$ cat config.mk
export PLATFORM = sky130hd
export DESIGN_NAME = csba_exec
export DESIGN_NICKNAME = d
export VERILOG_FILES = /design/src/hw/csba_pkg.sv /design/src/hw/csba_bcd_unit.sv /design/src/hw/csba_exec.sv
export SDC_FILE = /design/constraint.sdc
export NUM_CORES = 1
export LEC_CHECK = 0
export ABC_AREA = 1
export BUFFER_PORTS_ARGS = -buffer_cell sky130_fd_sc_hd__buf_2
export CAP_MARGIN = 20
export CORE_UTILIZATION = 45
export DETAILED_ROUTE_END_ITERATION = 7
export PLACE_DENSITY = 0.7
export SKIP_CTS_REPAIR_TIMING = 1
export SLEW_MARGIN = 5
export SYNTH_ARGS = -nofsm -noshare
export SYNTH_HDL_FRONTEND = slang
export SYNTH_SLANG_ARGS = --single-unit
$ cat constraint.sdc
create_clock -name i_clk -period 3.5 [get_ports i_clk]
set_clock_uncertainty 0.1 [all_clocks]
set_input_delay 1.05 -clock i_clk [delete_from_list [all_inputs] [get_ports i_clk]]
set_output_delay 1.05 -clock i_clk [all_outputs]
set_load 0.005 [all_outputs]
$ cat src/hw/csba_pkg.sv
// shared constants and types for the compare-skip and decimal adjust unit
package csba_pkg;

	// ---------------------------------------------------------------
	// opcode patterns
	// ---------------------------------------------------------------
	localparam logic [6:0] CSBA_OPC_LESS = 7'h30;
	localparam logic [6:0] CSBA_OPC_EQUAL = 7'h31;
	localparam logic [6:0] CSBA_OPC_GREATER = 7'h32;
	localparam logic [15:0] CSBA_OPC_BCD = 16'h0007;
	localparam int unsigned CSBA_OPC_MSB = 15;
	localparam int unsigned CSBA_OPC_LSB = 9;
	localparam int unsigned CSBA_BANK_BIT = 8;

	// ---------------------------------------------------------------
	// data memory addressing
	// ---------------------------------------------------------------
	localparam logic [3:0] CSBA_QUICK_BANK = 4'h0;
	localparam logic CSBA_BANK_USE_QUICK = 1'b0;

	// ---------------------------------------------------------------
	// quarter phases and timing
	// ---------------------------------------------------------------
	localparam logic [1:0] CSBA_PH_Q1 = 2'h0;
	localparam logic [1:0] CSBA_PH_Q2 = 2'h1;
	localparam logic [1:0] CSBA_PH_Q3 = 2'h2;
	localparam logic [1:0] CSBA_PH_Q4 = 2'h3;
	localparam logic [1:0] CSBA_PH_STEP = 2'h1;
	localparam logic [1:0] CSBA_FLUSH_ONE = 2'h1;
	localparam logic [1:0] CSBA_FLUSH_TWO = 2'h2;
	localparam real CSBA_CLK_PERIOD_NS = 4.0;

	// ---------------------------------------------------------------
	// decimal correction
	// ---------------------------------------------------------------
	localparam logic [3:0] CSBA_BCD_LIMIT = 4'h9;
	localparam logic [4:0] CSBA_BCD_FIX = 5'h06;
	localparam logic [4:0] CSBA_BCD_NONE = 5'h00;

	// ---------------------------------------------------------------
	// types
	// ---------------------------------------------------------------
	typedef enum logic [1:0]
	{
		CSBA_ST_IDLE = 2'b00,
		CSBA_ST_EXEC = 2'b01,
		CSBA_ST_FLUSH = 2'b10
	} csba_state_t;

	typedef enum logic [2:0]
	{
		CSBA_OP_NONE = 3'b000,
		CSBA_OP_EQUAL = 3'b001,
		CSBA_OP_GREATER = 3'b010,
		CSBA_OP_LESS = 3'b011,
		CSBA_OP_BCD = 3'b100
	} csba_op_t;

	typedef struct packed
	{
		logic carry;
		logic nibble_half_flag;
	} csba_flags_t;

	typedef struct packed
	{
		logic [7:0] value;
		logic carry;
	} csba_bcd_t;

endpackage : csba_pkg

$ cat src/hw/csba_bcd_unit.sv
// packed-bcd correction of the accumulator
`timescale 1ns/1ps
module csba_bcd_unit
	import csba_pkg::*;
(
	// operand
	input wire logic [7:0] i_acc,
	input wire csba_flags_t i_flags,
	// result
	output csba_bcd_t o_result
);

	logic lo_fix;
	logic hi_fix;
	logic [4:0] lo_sum;
	logic [4:0] hi_sum;
	logic [4:0] hi_in;

	// ---------------------------------------------------------------
	// nibble corrections
	// ---------------------------------------------------------------
	always_comb
	begin
		lo_fix = (i_acc[3:0] > CSBA_BCD_LIMIT) || i_flags.nibble_half_flag;
		lo_sum = {1'b0, i_acc[3:0]} + (lo_fix ? CSBA_BCD_FIX : CSBA_BCD_NONE);
		hi_in = {1'b0, i_acc[7:4]} + {4'h0, lo_sum[4]};
		hi_fix = (hi_in > {1'b0, CSBA_BCD_LIMIT}) || i_flags.carry;
		hi_sum = hi_in + (hi_fix ? CSBA_BCD_FIX : CSBA_BCD_NONE);
		o_result.value = {hi_sum[3:0], lo_sum[3:0]};
		o_result.carry = i_flags.carry | hi_sum[4];
	end

endmodule : csba_bcd_unit

$ cat src/hw/csba_exec.sv
// execution of compare-and-skip and decimal adjust instructions
`timescale 1ns/1ps
// Overview of operation
// - 0110 001a: skip when register equals accumulator
// - 0110 010a: skip-if-greater decode
// - 0110 000a: skip-if-less decode
// - greater: discard next instruction, run no-op
// - less: discard next instruction, run no-op
// - unsigned subtract compare, no flag or operand change
// - one, two or three cycles of four phases
// - bank bit 0 quick region, 1 bank pointer
// - 8-bit register address plus one bank bit
// - decimal adjust 0x0007, one word, one cycle
// - low nibble plus six if above nine or half-flag
// - high nibble plus six if above nine or carry
module csba_exec
	import csba_pkg::*;
(
	// clock and reset
	input wire logic i_clk,
	input wire logic i_rst_n,
	// instruction from fetch, taken in its decode phase
	input wire logic i_instr_valid,
	input wire logic [15:0] i_instr,
	input wire logic i_next_two_word,
	// operands
	input wire logic [3:0] i_bank_pointer,
	input wire logic [7:0] i_file_data,
	input wire logic [7:0] i_accumulator_alias,
	input wire csba_flags_t i_flags,
	// data memory read
	output logic o_file_rd,
	output logic [11:0] o_file_addr,
	// accumulator and flag write back
	output logic o_acc_we,
	output logic [7:0] o_acc_wdata,
	output logic o_carry_we,
	output csba_flags_t o_flags,
	// sequencing
	output logic o_busy,
	output logic o_done,
	output logic o_skip,
	output logic o_flush,
	output logic o_flush_word
);

	csba_state_t state;
	csba_state_t next_state;
	logic [1:0] phase;
	logic [1:0] next_phase;
	csba_op_t op;
	csba_op_t next_op;
	csba_op_t dec_op;
	logic [1:0] flush_left;
	logic [1:0] next_flush_left;
	logic two_word;
	logic next_two_word;
	logic next_file_rd;
	logic [11:0] next_file_addr;
	logic next_acc_we;
	logic [7:0] next_acc_wdata;
	logic next_carry_we;
	csba_flags_t next_flags;
	logic next_busy;
	logic next_done;
	logic next_skip;
	logic next_flush;
	logic next_flush_word;
	logic [8:0] diff;
	logic take_skip;
	csba_bcd_t bcd;

	// ---------------------------------------------------------------
	// decimal correction unit
	// ---------------------------------------------------------------
	csba_bcd_unit u_bcd
	(
		.i_acc(i_accumulator_alias),
		.i_flags(i_flags),
		.o_result(bcd)
	);

	// ---------------------------------------------------------------
	// opcode decode
	// ---------------------------------------------------------------
	always_comb
	begin
		if (i_instr == CSBA_OPC_BCD)
		begin
			dec_op = CSBA_OP_BCD;
		end
		else if (i_instr[CSBA_OPC_MSB:CSBA_OPC_LSB] == CSBA_OPC_EQUAL)
		begin
			dec_op = CSBA_OP_EQUAL;
		end
		else if (i_instr[CSBA_OPC_MSB:CSBA_OPC_LSB] == CSBA_OPC_GREATER)
		begin
			dec_op = CSBA_OP_GREATER;
		end
		else if (i_instr[CSBA_OPC_MSB:CSBA_OPC_LSB] == CSBA_OPC_LESS)
		begin
			dec_op = CSBA_OP_LESS;
		end
		else
		begin
			dec_op = CSBA_OP_NONE;
		end
	end

	// ---------------------------------------------------------------
	// unsigned compare
	// ---------------------------------------------------------------
	always_comb
	begin
		diff = {1'b0, i_file_data} - {1'b0, i_accumulator_alias};
		case (op)
			CSBA_OP_EQUAL: take_skip = (diff == 9'h000);
			CSBA_OP_GREATER: take_skip = !diff[8] && (diff != 9'h000);
			CSBA_OP_LESS: take_skip = diff[8];
			default: take_skip = 1'b0;
		endcase
	end

	// ---------------------------------------------------------------
	// sequencer next state
	// ---------------------------------------------------------------
	always_comb
	begin
		next_state = state;
		next_phase = phase;
		next_op = op;
		next_flush_left = flush_left;
		next_two_word = two_word;
		next_file_rd = 1'b0;
		next_file_addr = o_file_addr;
		next_acc_we = 1'b0;
		next_acc_wdata = o_acc_wdata;
		next_carry_we = 1'b0;
		next_flags = o_flags;
		next_done = 1'b0;
		next_skip = o_skip;
		next_flush_word = 1'b0;
		case (state)
			CSBA_ST_IDLE:
			begin
				next_skip = 1'b0;
				if (i_instr_valid && (dec_op != CSBA_OP_NONE))
				begin
					next_state = CSBA_ST_EXEC;
					next_phase = CSBA_PH_Q2;
					next_op = dec_op;
					if (dec_op != CSBA_OP_BCD)
					begin
						next_file_rd = 1'b1;
						if (i_instr[CSBA_BANK_BIT] == CSBA_BANK_USE_QUICK)
						begin
							next_file_addr = {CSBA_QUICK_BANK, i_instr[7:0]};
						end
						else
						begin
							next_file_addr = {i_bank_pointer, i_instr[7:0]};
						end
					end
				end
			end
			CSBA_ST_EXEC:
			begin
				next_phase = phase + CSBA_PH_STEP;
				if (phase == CSBA_PH_Q3)
				begin
					next_done = 1'b1;
					next_two_word = i_next_two_word;
					if (op == CSBA_OP_BCD)
					begin
						next_acc_we = 1'b1;
						next_acc_wdata = bcd.value;
						next_carry_we = 1'b1;
						next_flags.carry = bcd.carry;
						next_flags.nibble_half_flag = i_flags.nibble_half_flag;
					end
					else
					begin
						next_skip = take_skip;
					end
				end
				else if (phase == CSBA_PH_Q4)
				begin
					next_op = CSBA_OP_NONE;
					if (o_skip)
					begin
						next_state = CSBA_ST_FLUSH;
						next_phase = CSBA_PH_Q1;
						next_flush_word = 1'b1;
						next_flush_left = two_word ? CSBA_FLUSH_TWO : CSBA_FLUSH_ONE;
					end
					else
					begin
						next_state = CSBA_ST_IDLE;
						next_phase = CSBA_PH_Q1;
					end
				end
			end
			CSBA_ST_FLUSH:
			begin
				next_phase = phase + CSBA_PH_STEP;
				if (phase == CSBA_PH_Q4)
				begin
					if (flush_left == CSBA_FLUSH_ONE)
					begin
						next_state = CSBA_ST_IDLE;
						next_skip = 1'b0;
					end
					else
					begin
						next_flush_word = 1'b1;
						next_flush_left = flush_left - CSBA_FLUSH_ONE;
					end
				end
			end
			default:
			begin
				next_state = CSBA_ST_IDLE;
				next_phase = CSBA_PH_Q1;
			end
		endcase
		next_busy = (next_state != CSBA_ST_IDLE);
		next_flush = (next_state == CSBA_ST_FLUSH);
	end

	// ---------------------------------------------------------------
	// sequencer registers
	// ---------------------------------------------------------------
	always_ff @(posedge i_clk or negedge i_rst_n)
	begin
		if (!i_rst_n)
		begin
			state <= CSBA_ST_IDLE;
			phase <= CSBA_PH_Q1;
			op <= CSBA_OP_NONE;
			flush_left <= CSBA_FLUSH_ONE;
			two_word <= 1'b0;
			o_file_rd <= 1'b0;
			o_file_addr <= 12'h000;
			o_acc_we <= 1'b0;
			o_acc_wdata <= 8'h00;
			o_carry_we <= 1'b0;
			o_flags <= '0;
			o_busy <= 1'b0;
			o_done <= 1'b0;
			o_skip <= 1'b0;
			o_flush <= 1'b0;
			o_flush_word <= 1'b0;
		end
		else
		begin
			state <= next_state;
			phase <= next_phase;
			op <= next_op;
			flush_left <= next_flush_left;
			two_word <= next_two_word;
			o_file_rd <= next_file_rd;
			o_file_addr <= next_file_addr;
			o_acc_we <= next_acc_we;
			o_acc_wdata <= next_acc_wdata;
			o_carry_we <= next_carry_we;
			o_flags <= next_flags;
			o_busy <= next_busy;
			o_done <= next_done;
			o_skip <= next_skip;
			o_flush <= next_flush;
			o_flush_word <= next_flush_word;
		end
	end

endmodule : csba_exec

== Word level (Yosys, flattened, before mapping) ==
Cells that the tools add are included.
Operators by class
  eq/ne operators: 24
  shift-type cells: 0
  magnitude comparators: 2
  add/subtract/negate cells: 6
  multiplexer cells: 49
  div/mod/pow operators: 0
  multipliers: 0
  bitwise operators: 1
  reduce and logical (&&, ||, !) cells: 19
Operator list (number)
  $mux W2: 18
  $eq A7 B6 Y1 const B: 3
  $mux W3: 6
  $ne A2 B2 Y1 const B: 9
  $mux W1: 17
  $eq A16 B3 Y1 const B: 1
  $mux W12: 1
  $pmux W2 S3: 2
  $logic_not A9 Y1: 1
  $reduce_bool A9 Y1: 1
  $sub A8 B8 Y9: 1
  $eq A2 B2 Y1 const B: 4
  $eq A3 B2 Y1 const B: 2
  $pmux W1 S3: 2
  $pmux W3 S2: 1
  $reduce_and A3 Y1: 2
  $reduce_and A6 Y1: 1
  $reduce_bool A2 Y1: 3
  $reduce_bool A3 Y1: 2
  $add A4 B1 Y5: 1
  $add A4 B5 Y5: 1
  $add A5 B5 Y5: 1
  $gt A5 B4 Y1 const B: 1
  $reduce_and A5 Y1: 1
  other kinds (16): 19
Storage, ports and cells
  bits of input ports: 42
  memory bits (read-only): 0
  output and inout bits: 30
  memories kept: 0
  logic and storage cells: 117
  memory bits (writable): 0
  bits in latches: 0
  flip-flop bits (word level): 39

== Logic depth before layout (Yosys ltp) ==
  depth in word-level cells: 10
  gate-level depth with buffers: 22
  gate-level depth less buffers: 22

== Modules after synthesis ==
A second synthesis with hierarchy kept.
Unflattened totals
  cells, all modules: 362
  area, all modules: 2768.9 µm²
By module, submodules not included
  csba_exec: instances 1, seq. area each 977.2 µm², area each 2434.8 µm², cells an instance 307
  csba_bcd_unit: instances 1, seq. area each 0.0 µm², area each 334.1 µm², cells an instance 55

== Worst setup path after synthesis ==
No wires, ideal clock.
  path kind: input -> register
  start point: in i_accumulator_alias[2]
  end point: reg o_flags[1] in the netlist's numbering
  setup slack: -0.190 ns
  required time: 3.285 ns
  cell stages on the path: 21
  setup time: 0.115 ns
  arrival time: 3.474 ns
  path buffers: 0
  cell sequence: inv_1 -> a21oi_1 -> nor2_1 -> inv_1 -> ha_1 -> nand2_1 -> a21oi_1 -> ha_1 -> ha_1 -> nand3_1 -> inv_1 -> or2_2 -> inv_1 -> nand2_2 -> ha_1 -> nand2_1 -> nand3b_1 -> nand3_1 -> nand2_1 -> nor2_1 -> nor2_1
Between the ends
  word-level cells in the longest chain between the ends: 10
RTL lines
  start, declared: RTL line csba_exec.sv:29  | input wire logic [7:0] i_accumulator_alias,
  $gt A4 B4 Y1: RTL line csba_bcd_unit.sv:24  | lo_fix = (i_acc[3:0] > CSBA_BCD_LIMIT) || i_flags.nibble_half_flag;
  $logic_or A1 B1 Y1: RTL line csba_bcd_unit.sv:24
  $mux W3: RTL line csba_bcd_unit.sv:25  | lo_sum = {1'b0, i_acc[3:0]} + (lo_fix ? CSBA_BCD_FIX : CSBA_BCD_NONE);
  $add A4 B5 Y5 (*): RTL line csba_bcd_unit.sv:25
  $add A4 B1 Y5 (*): RTL line csba_bcd_unit.sv:26  | hi_in = {1'b0, i_acc[7:4]} + {4'h0, lo_sum[4]};
  $gt A5 B4 Y1: RTL line csba_bcd_unit.sv:27  | hi_fix = (hi_in > {1'b0, CSBA_BCD_LIMIT}) || i_flags.carry;
  $logic_or A1 B1 Y1: RTL line csba_bcd_unit.sv:27
  $mux W3: RTL line csba_bcd_unit.sv:28  | hi_sum = hi_in + (hi_fix ? CSBA_BCD_FIX : CSBA_BCD_NONE);
  $add A5 B5 Y5 (*): RTL line csba_bcd_unit.sv:28
  $or A1 B1 Y1 (*): RTL line csba_bcd_unit.sv:30  | o_result.carry = i_flags.carry | hi_sum[4];
  end signal, assigned: RTL line csba_exec.sv:266  | o_flags <= next_flags;
  end, declared: RTL line csba_exec.sv:38  | output csba_flags_t o_flags,
Every way passes the cells marked *; elsewhere a longest branch is shown, timed or not.
A chain may end at the register's enable or synchronous reset.

== Worst setup path in the final report ==
Same ends and word-level chain as after synthesis.

==> results.json <==
{
  "critPathKind": "in2reg",
  "synth_top_area_frac": 0.357,
  "ys_seq_area_frac": 0.366,
  "met3_length_um": 288,
  "wl_met1_um": 2700,
  "drt_iter0_markers": 51,
  "yosys-top-cells-area": "dfrtp_1 36%, nand2_1 16%, ha_1 9.9%",
  "grt_pass1_wl_um": 10100,
  "core-area_um2": 5610,
  "placed_area_um2": 3240,
  "setup_viol": 0,
  "drive_above_1_share": 0.301,
  "yosysTopAreaCell": "dfrtp_1",
  "yosys_warnings": 0,
  "cap_violations": 0,
  "maxSlewViolCount": 0,
  "cts.sinks": 39,
  "dpl_worst_slack_ns": -0.226,
  "worst_slack_ns": 0.189,
  "clockRootBuffer": "clkbuf_8",
  "area_delta_synth_final_pct": 27.8,
  "power.total_mw": 1.46,
  "grt_util_all_layers": 0.204,
  "status": "completed",
  "synth-edff-count": 0,
  "worstPathMaxFanout": 4,
  "crit_start": "i_accumulator_alias[2]",
  "grt_max_degree": 40,
  "grt_pass1_vias": 2456,
  "period_needed_ns": 3.31,
  "synth_seq_cells": 39,
  "r2r_slack_ns": 1.33,
  "whs_path_depth": 2,
  "row_count": 27,
  "nNetsFinal": 517,
  "reg2reg_to": "o_flags[1]",
  "leakage_nw": 1.89,
  "syn-instance-count": 362,
  "hold_viol": 0,
  "cp.arrival_ns": 3.43,
  "antenna_found_initial": 0,
  "synth_most_common_cell": "nand2_1",
  "required_ns": 3.62,
  "post-route-period-util": 0.946,
  "hpwl_um": 4740,
  "peakVddDrop_mv": 0.285,
  "hold_path_class": "reg2reg",
  "max_slew_margin": 0.426,
  "cts_buffers": 5,
  "end_kind": "register",
  "dr.pass1.iters": 4,
  "reg2reg_depth": 9,
  "final_area_um2": 3410,
  "port-buffer-count": 71,
  "synth-main-ff-cell": "dfrtp_1",
  "multi_input_area_um2": 1510,
  "fp.dieH_um": 79.0,
  "tightestPinTransition_ns": 0.861,
  "final.fill_count": 531,
  "worstReg2RegStart": "state[1]",
  "start_util": 0.475,
  "avgSynthCellArea_um2": 7.37,
  "synth_commonest_cells": "114 x nand2_1, 60 x inv_1, 38 x dfrtp_1, 24 x nand3_1",
  "top_layer_used": "met4",
  "crit_path_start_kind": "input pin",
  "regArea_um2": 977,
  "htreeDepth": 2,
  "wl_per_cell_um": 11.2,
  "powerDensity_nw_per_um2": 429,
  "syn_area_um2": 2670,
  "endpoint": "o_flags[1]",
  "drtAntennaViolNets": 0,
  "die_area_um2": 6240,
  "drc": 0,
  "grt_remaining_overflow": 0,
  "wirelength_um": 5870,
  "clkTransAtPathRegs_ns": 0.07,
  "clock_latency_ns": 0.29,
  "io-pin-count": 72,
  "diodes": 0,
  "cts_buffer_depth": 2,
  "max_freq_mhz": 302,
  "syn-num-nets": 428,
  "synthArstFlopShare": 1.00,
  "die_x_um": 79.0,
  "viasPerCell": 4.88,
  "cts_tree": "built",
  "wl_met2_um": 2820,
  "vias": 2555,
  "yosysUniqueCellTypes": 33,
  "gp_congestion": 0.870
}
==> cell usage in the layout (no fill, tap or decap), types with 2 or more instances in the layout <==
cell and n:
nand2_2 5, ha_4 3, nand2_1 113, o21ai_0 11, nand3_2 3, o21ai_1 6
a21oi_1 12, buf_2 70, o21ai_2 7, inv_2 6, nand4_1 6, dfrtp_1 38
nor3_1 2, clkbuf_8 5, xor2_1 3, inv_1 54, nor2_1 19, nor2_2 4
a21boi_0 3, nand3_1 22, ha_1 17, a21oi_2 3, buf_4 17, fa_1 3
==> through the flow <==
step           std cells  hold WS, ns   TNS, ns   util
6_report             524        0.370         0  0.608
5_1_grt              524        0.400  -0.00548  0.608
4_1_cts              522        0.375         0  0.598
3_5_place_dp         514        0.355    -0.550  0.578
3_3_place_gp         514        0.352    -0.328  0.578
2_1_floorplan        362        0.349         0      -
==> per-layer routing <==
layer / up-vias / global-route usage
li1: 1314 / -
met5: - / 0
met2: 58 / 0.362
met3: 7 / 0.0345
met4: 0 / 0.0582
met1: 1176 / 0.254
==> final cells by class <==
cell class / instances / area share
Clock buffer: 5 / 0.0202
Clock inverter: 3 / 0.0128
Inverter: 62 / 0.0712
Multi-Input combinational cell: 256 / 0.442
Sequential cell: 39 / 0.287
Tap cell: 72 / 0.0264
Timing Repair Buffer: 87 / 0.140
==> flip-flops by register name (all words and copies together) (netlist names) <==
register      count
flush_left        2
o_acc_wdata       8
o_busy            1
o_carry_we        1
o_done            1
o_file_addr      12
o_file_rd         1
o_flags           2
o_flush           1
o_flush_word      1
o_skip            1
op                3
phase             2
state             2
two_word          1
==> cells by family (layout without fill, tap and decap cells) <==
kind of cell / after synthesis / after routing / synth area share
simple gates: 179 / 179 / 0.283
buf+inv: 67 / 157 / 0.102
compound gates: 47 / 47 / 0.107
flops: 39 / 39 / 0.366
fa+ha+maj: 24 / 24 / 0.121
xor+xnor: 6 / 6 / 0.0197
==> power breakdown <==
part / leakage [nW] / switching, mW / internal [mW]
Sequential: 0.473 / 0.0448 / 0.533
Combinational: 1.36 / 0.297 / 0.213
Clock: 0.0581 / 0.162 / 0.212
==> how the worst min path moves through the flow <==
stage,endpoint,start
floorplan,two_word,two_word
global placement,o_acc_wdata[6],o_acc_wdata[6]
detailed placement,o_flags[0],o_flags[0]
CTS,o_flags[0],o_flags[0]
global route,o_file_addr[10],o_file_addr[10]
finish,o_flags[0],o_flags[0]
==> critical path: stages <==
cell and delay, ns:
buf_4 0.14, inv_8 0.05, a21oi_2 0.05, nor2_2 0.11
inv_2 0.07, ha_4 0.25, nand2_1 0.05, a21oi_2 0.14
ha_2 0.23, ha_4 0.15, xnor2_2 0.11, nand2_1 0.08
nand2_2 0.10, nand2_4 0.08, ha_4 0.26, nand2_1 0.04
nand3b_1 0.18, a21oi_2 0.17, nor2_2 0.05, nor2_1 0.09
Power figures use the tool's default switching activity.
